$ cat src/wrlvl_pkg.sv
// constants for the leveling feedback and clock change tracker
package wrlvl_pkg;
    localparam int MR1_WL_BIT = 7; // write leveling enable
    localparam int MR1_QOFF_BIT = 12; // output buffers, 1 = off
    localparam int MR1_W = 16;
    localparam int DQ_W = 16;
    localparam int PRIME_LO = 0; // prime line of lower lane
    localparam int PRIME_HI = 8; // prime line of upper lane
    localparam int LANES = 2;
    localparam logic [2:0] RTT_OFF = 3'h0;
    localparam logic [2:0] RTT_60 = 3'h1;
    localparam logic [2:0] RTT_120 = 3'h2;
    localparam logic [2:0] RTT_40 = 3'h3;
    localparam int SYS_CLK_MHZ = 20;
    localparam int TCKSRE_NS = 10; // entry hold before clock may change
    localparam int TCKSRE_CYC = (TCKSRE_NS * SYS_CLK_MHZ + 999) / 1000 < 1 ? 1 :
        (TCKSRE_NS * SYS_CLK_MHZ + 999) / 1000;
    localparam logic [3:0] TCKSRE_CNT = 4'(TCKSRE_CYC);
endpackage : wrlvl_pkg

$ cat src/wl_sample_reg.sv
// two-stage sampler of the link clock level on a lane strobe edge
`timescale 1ns/1ps
`default_nettype none
module wl_sample_reg
(
    input wire logic sys_clk,
    input wire logic rst_b,
    input wire logic strobe_in,
    input wire logic ck_in,
    input wire logic capture_en,
    output logic level_r
);
    logic s1_r;
    logic s2_r;
    logic prev_r;
    logic ck1_r;
    logic ck2_r;
    wire rise = s2_r & ~prev_r;

    // synchronise strobe and clock before any logic looks at them
    always_ff @(posedge sys_clk)
    begin
        if (!rst_b)
        begin
            s1_r <= 1'b0;
            s2_r <= 1'b0;
            prev_r <= 1'b0;
            ck1_r <= 1'b0;
            ck2_r <= 1'b0;
            level_r <= 1'b0;
        end
        else
        begin
            s1_r <= strobe_in;
            s2_r <= s1_r;
            prev_r <= s2_r;
            ck1_r <= ck_in;
            ck2_r <= ck1_r;
            // RL14: sample on strobe rise
            if (capture_en && rise)
                level_r <= ck2_r;
        end
    end
endmodule : wl_sample_reg
`default_nettype wire

$ cat src/dram_wrlvl_freq_change.sv
// device-side write leveling feedback and clock change gate
`timescale 1ns/1ps
`default_nettype none
// Function
// RL1: controller keeps clock period stable
// RL2: frequency change only in refresh/power-down
// RL3: clock ignored after entry hold time
// RL4: frequency-change self refresh meets normal timing
// RL5: power-down change needs CKE low, termination off; the clock gate here checks CKE only, not ODT
// RL6: wait entry hold after CKE falls
// RL7: new clock within speed grade range
// RL8: CKE held low during change
// RL9: stable clock before power-down exit
// RL10: reset DLL after exit and tXP
// RL11: termination off during DLL lock
// RL12: ODT low if nominal termination enabled
// RL13: leveling only as calibration step
// RL14: strobe rise samples clock onto prime line
// RL15: controller steps strobe delay until 0-to-1
// RL16: x8 prime DQ0, others low
// RL17: x16 DQ0 and DQ8 prime, lanes independent
// RL18: MR1 bit7 leveling, bit12 output disable
// RL19: outputs on: strobes input, data output
// RL20: ODT switches only strobe termination
// RL21: outputs off: strobe ignored, data float
// RL22: outputs on: only 40/60/120 termination
// RL23: only NOP or deselect while leveling
// RL24: strobe toggles only after tWLMRD
module dram_wrlvl_freq_change
import wrlvl_pkg::*;
(
    input wire logic sys_clk,
    input wire logic rst_b,
    input wire logic [MR1_W-1:0] mr1_value,
    input wire logic mr1_load,
    input wire logic x16_mode,
    input wire logic [2:0] rtt_nom_sel,
    input wire logic ck_level,
    input wire logic [LANES-1:0] dqs_in,
    input wire logic odt_pin,
    input wire logic cke_pin,
    input wire logic self_refresh,
    output logic [DQ_W-1:0] dq_out,
    output logic [DQ_W-1:0] dq_oe,
    output logic [LANES-1:0] dqs_term_on,
    output logic dq_term_on,
    output logic wrlvl_active,
    output logic rtt_illegal,
    output logic clk_dont_care
);
    // clock gate states
    typedef enum logic [1:0] {ST_RUN, ST_ENTER, ST_FREE} clk_state_t;

    logic [MR1_W-1:0] mr1_r;
    // registered pin copies
    logic odt1_r;
    logic odt2_r;
    logic cke1_r;
    logic cke2_r;
    logic sr1_r;
    logic sr2_r;
    logic [3:0] hold_cnt_r;
    logic [3:0] hold_cnt_nxt;
    clk_state_t state_r;
    clk_state_t state_nxt;
    logic [LANES-1:0] level;
    logic [DQ_W-1:0] dq_nxt;
    logic [DQ_W-1:0] oe_nxt;

    // RL18: mode register bit decode
    wire wl_en = mr1_r[MR1_WL_BIT];
    wire outs_on = ~mr1_r[MR1_QOFF_BIT];
    wire lane_ok [LANES];
    wire low_power = ~cke2_r;
    // either low-power state may free the clock
    wire pd_or_sr = low_power || sr2_r;
    // RL22: termination legal with outputs enabled
    wire rtt_ok_on = (rtt_nom_sel == RTT_OFF) || (rtt_nom_sel == RTT_40) ||
        (rtt_nom_sel == RTT_60) || (rtt_nom_sel == RTT_120);

    // mode register word held for decode
    always_ff @(posedge sys_clk)
    begin
        if (!rst_b)
            mr1_r <= 16'h0000;
        else if (mr1_load)
            mr1_r <= mr1_value;
    end

    // synchronise pins; clock enable copies reset high so reset opens no gate
    always_ff @(posedge sys_clk)
    begin
        if (!rst_b)
        begin
            odt1_r <= 1'b0;
            odt2_r <= 1'b0;
            cke1_r <= 1'b1;
            cke2_r <= 1'b1;
            sr1_r <= 1'b0;
            sr2_r <= 1'b0;
        end
        else
        begin
            odt1_r <= odt_pin;
            odt2_r <= odt1_r;
            cke1_r <= cke_pin;
            cke2_r <= cke1_r;
            sr1_r <= self_refresh;
            sr2_r <= sr1_r;
        end
    end

    // per-lane samplers; lane 1 used only in x16
    genvar g;
    generate
        for (g = 0; g < LANES; g++)
        begin : g_lane
            assign lane_ok[g] = (g == 0) || x16_mode;
            // RL14: strobe rise samples clock
            // RL19: strobe captures only when outputs on
            wl_sample_reg u_smp
            (
                .sys_clk(sys_clk),
                .rst_b(rst_b),
                .strobe_in(dqs_in[g]),
                .ck_in(ck_level),
                .capture_en(wl_en && outs_on && lane_ok[g]),
                .level_r(level[g])
            );
            // RL20: ODT only switches strobe termination
            assign dqs_term_on[g] = wl_en && odt2_r && lane_ok[g] && (rtt_nom_sel != RTT_OFF);
        end
    endgenerate

    // data line values and enables while leveling
    always_comb
    begin
        dq_nxt = 16'h0000;
        oe_nxt = 16'h0000;
        if (wl_en && outs_on)
        begin
            // RL16: prime DQ0 carries sample, rest low
            dq_nxt[PRIME_LO] = level[0];
            oe_nxt[7:0] = 8'hFF;
            if (x16_mode)
            begin
                // RL17: upper lane prime DQ8
                dq_nxt[PRIME_HI] = level[1];
                oe_nxt[15:8] = 8'hFF;
            end
        end
        // RL21: outputs off leaves all data lines floating
    end

    // registered data lines and enables
    always_ff @(posedge sys_clk)
    begin
        if (!rst_b)
        begin
            dq_out <= 16'h0000;
            dq_oe <= 16'h0000;
        end
        else
        begin
            dq_out <= dq_nxt;
            dq_oe <= oe_nxt;
        end
    end

    // fixed and status outputs
    assign dq_term_on = 1'b0; // data never terminated while leveling
    assign wrlvl_active = wl_en;
    assign rtt_illegal = wl_en && outs_on && !rtt_ok_on;

    // RL3: track entry hold before clock is ignored
    always_comb
    begin
        state_nxt = state_r;
        hold_cnt_nxt = hold_cnt_r;
        case (state_r)
            ST_RUN:
            begin
                hold_cnt_nxt = 4'h0;
                if (pd_or_sr)
                    state_nxt = ST_ENTER;
            end
            ST_ENTER:
            begin
                hold_cnt_nxt = hold_cnt_r + 4'h1;
                if (!pd_or_sr)
                    state_nxt = ST_RUN;
                else if (hold_cnt_nxt >= TCKSRE_CNT)
                    state_nxt = ST_FREE;
            end
            ST_FREE:
            begin
                if (!pd_or_sr)
                    state_nxt = ST_RUN;
            end
            default:
                state_nxt = ST_RUN;
        endcase
    end

    // clock gate state and hold counter
    always_ff @(posedge sys_clk)
    begin
        if (!rst_b)
        begin
            state_r <= ST_RUN;
            hold_cnt_r <= 4'h0;
        end
        else
        begin
            state_r <= state_nxt;
            hold_cnt_r <= hold_cnt_nxt;
        end
    end

    // clock may change once the entry hold is over
    assign clk_dont_care = (state_r == ST_FREE);
endmodule : dram_wrlvl_freq_change
`default_nettype wire

$ cat config.mk
export PLATFORM = sky130hd
export DESIGN_NAME = dram_wrlvl_freq_change
export DESIGN_NICKNAME = d
export VERILOG_FILES = /design/src/wrlvl_pkg.sv /design/src/wl_sample_reg.sv /design/src/dram_wrlvl_freq_change.sv
export SDC_FILE = /design/constraint.sdc
export NUM_CORES = 1
export LEC_CHECK = 0
export ABC_AREA = 1
export BUFFER_PORTS_ARGS = -buffer_cell sky130_fd_sc_hd__buf_2
export CORE_MARGIN = 2
export CORE_UTILIZATION = 35
export DETAILED_ROUTE_END_ITERATION = 6
export MAX_ROUTING_LAYER = met4
export REMOVE_ABC_BUFFERS = 1
export SYNTH_ARGS = -nofsm -noshare
export SYNTH_HDL_FRONTEND = slang
export SYNTH_HIERARCHICAL = 1
export SYNTH_SLANG_ARGS = --single-unit
export TNS_END_PERCENT = 1
$ cat constraint.sdc
create_clock -name sys_clk -period 1.3 [get_ports sys_clk]
set_input_delay 0.13 -clock sys_clk [delete_from_list [all_inputs] [get_ports sys_clk]]
set_output_delay 0.13 -clock sys_clk [all_outputs]
set_load 0.01 [all_outputs]
==> flow_summary.json <==
{
  "status": "complete, no violations",
  "synth_cells": 165,
  "wl_per_cell_microns": 7.905,
  "first_global_vias": 815,
  "rows": 22,
  "layout_setup_ws_ns": 0.07591,
  "cp.required_ns": 1.17,
  "clock.fmax_mhz": 816.9,
  "drc": 0,
  "dp_hpwl_microns": 1355,
  "sw_frac_of_total_pct": 20.12,
  "cts_tree": "done",
  "n_antenna_cell": 0,
  "drv_slew": 0,
  "timing.final.crit_share_pct": 94.16,
  "layout.nets": 225,
  "ys_warn_count": 6,
  "final_util_pct": 42.56,
  "intPower_mw": 1.826,
  "area_delta_synth_final_pct": 17.71,
  "max-vdd-ir-drop_uv": 518.8,
  "path_cells": "inv_1 > nor2_2 > buf_2",
  "synth_seq_cells": 30,
  "layout-drive-gt1-share_pct": 31.79,
  "dp_cells": 235,
  "hp-class": "in2reg",
  "dpl_worst_slack_ns": 0.1165,
  "combinationalPowerShare_pct": 6.7,
  "layout_commonest_cell": "buf_2",
  "drtIter0Drc": 36,
  "finalSetupViolCount": 0,
  "portBuffers": 37,
  "grt_pass1_wl_microns": 3270,
  "critPathKind": "reg2out",
  "finalHoldViolCount": 0,
  "vias": 952,
  "finalWeightedCongestion": 0.7491,
  "cap_violations": 0,
  "seqPwrFrac_pct": 42.4,
  "ios": 67,
  "insertion_delay_ns": 0.28,
  "crit_arrival_ns": 1.09,
  "period_needed_ns": 1.224,
  "synth_seq_area_share_pct": 45.71,
  "crit_slowest_cell": "dfxtp_1",
  "antenna_found_initial": 0,
  "grt_usage_pct": 10.86,
  "initial_core_util_pct": 36.16,
  "clock_sinks": 30,
  "synth_cell_types": 23,
  "core_area_sq_um": 3633,
  "drt-pass1-iter-count": 4,
  "max-clock-path-buffers": 2,
  "clock_skew_ns": 0.007551,
  "p_total_mw": 2.285,
  "ctsRootBufferMaster": "clkbuf_8",
  "p_leak_nw": 0.8796,
  "netlist_area_sq_um": 1314,
  "grt_start_max_net_pins": 15,
  "htreeDepth": 2,
  "die_h_microns": 65.27,
  "design.die.area_sq_um": 4260,
  "clkTransAtPathRegs_ns": 0.06,
  "power_switching_uw": 459.8,
  "power_density_nw_per_um2": 1478,
  "crit_path_end_kind": "primary output",
  "clkPwrFrac_pct": 50.9,
  "antenna_left": 0,
  "syn_area_per_cell_sq_um": 7.962,
  "cp_max_fo": 6,
  "drt_wl_total_microns": 1921,
  "rsz0062_at_grt": "yes",
  "final_cell_mix": "buf_2, inv_1, dfxtp_1",
  "cts_buffers": 5,
  "grt-ovfl-total": 0,
  "slowest_delay_ns": 0.47,
  "instances_no_fill": 243,
  "crit_path_start_kind": "flop",
  "whs_ns": 0.02899,
  "post_cts_buffers": 0,
  "viasPerCell": 3.918,
  "die_w_microns": 65.27
}
through the flow:
step	area [sq um]	setup TNS [ns]
floorplan	1144	0
global placement	1396	0
detailed placement	1396	0
CTS	1539	0
global route	1546	-0.01503
finish	1546	0
timing repair:
action,in CTS,in global routing
resized for setup,0,3
endpoints found under the setup margin,0,3
hold buffers,0,0
endpoints found under the hold margin,0,0
state kept, by name, indices dropped and copies added (netlist names), 2 cells and up:
signal,flops
dq_oe,2
dq_out,2
g_lane.u_smp/ck1_r,2
g_lane.u_smp/ck2_r,2
g_lane.u_smp/level_r,2
g_lane.u_smp/prev_r,2
g_lane.u_smp/s1_r,2
g_lane.u_smp/s2_r,2
hold_cnt_r,4
mr1_r,2
state_r,2
power groups by stage:
stage               clock (mW)  combinational, mW  sequential [mW]
floorplan                    0             0.0764            0.998
global placement             0              0.149            0.988
detailed placement           0              0.151            0.989
CTS                       1.20              0.152            0.968
global route              1.24              0.176            0.973
finish                    1.16              0.152            0.970
layer usage:
layer  vias to the layer above  GRT usage [%]  share of wire [%]
met1                       402          11.51                 46
met3                         4          5.137                8.7
met4                         0          7.813                1.9
met2                        44          15.82                 44
li1                        502              -                  -
met5                         -              -                  0
kinds of logic after synthesis:
| family | count (synthesis) | share of synthesized area, % |
|---|---|---|
| buffers and inverters | 64 | 26.67 |
| AND/OR/NAND/NOR | 57 | 20.19 |
| flip-flops | 30 | 45.71 |
| AO/OA/AOI/OAI | 10 | 4.572 |
| adder cells (fa/ha/maj) | 2 | 1.904 |
| XOR/XNOR | 1 | 0.6668 |
| other | 1 | 0.2854 |
layout make-up:
cell class | count | area, sq um
clock inverter | 2 | 60.06
fill | 375 | 2087
tap | 48 | 60.06
clock buffer | 6 | 82.58
sequential | 30 | 603.1
multi-input combinational | 85 | 420.4
timing repair buffer | 38 | 192.7
inverter | 34 | 127.6
worst max-delay path: cells and delay by family, from the launching register on:
family / cells / cell delay, ns
buffers and inverters: 2 / 0.25
DFF: 1 / 0.47
and+or+nand+nor: 1 / 0.11
final timing paths:
path                              startpoint                               to  slack [ns]  depth (start not counted)
max                  state_r[1]$_SDFFE_PN0P_                    clk_dont_care        0.08                          3
min                                dqs_in[1]  g_lane[1].u_smp/s1_r$_SDFF_PN0_        0.03                          3
max reg2reg       hold_cnt_r[0]$_SDFFE_PN0P_          state_r[1]$_SDFFE_PN0P_        0.12                          8
min reg2reg  g_lane[0].u_smp/s1_r$_SDFF_PN0_  g_lane[0].u_smp/s2_r$_SDFF_PN0_        0.41                          2
cells in the mapped netlist (all sizes together):
cell   instances  area (sq um)
nand3          6         30.03
nand2         28         112.6
o21ai          3         15.01
nor2          14         70.06
dfxtp         30         600.6
or2            2         12.51
a22oi          1         7.510
buf           30         222.7
conb           1         3.750
xor2           1         8.760
ha             2         25.02
nor4           1         6.260
a21oi          6         37.54
nor3           3         15.01
and3           2         12.51
nand4          1         6.260
inv           34         127.6
(Power assumes the default switching activity.)
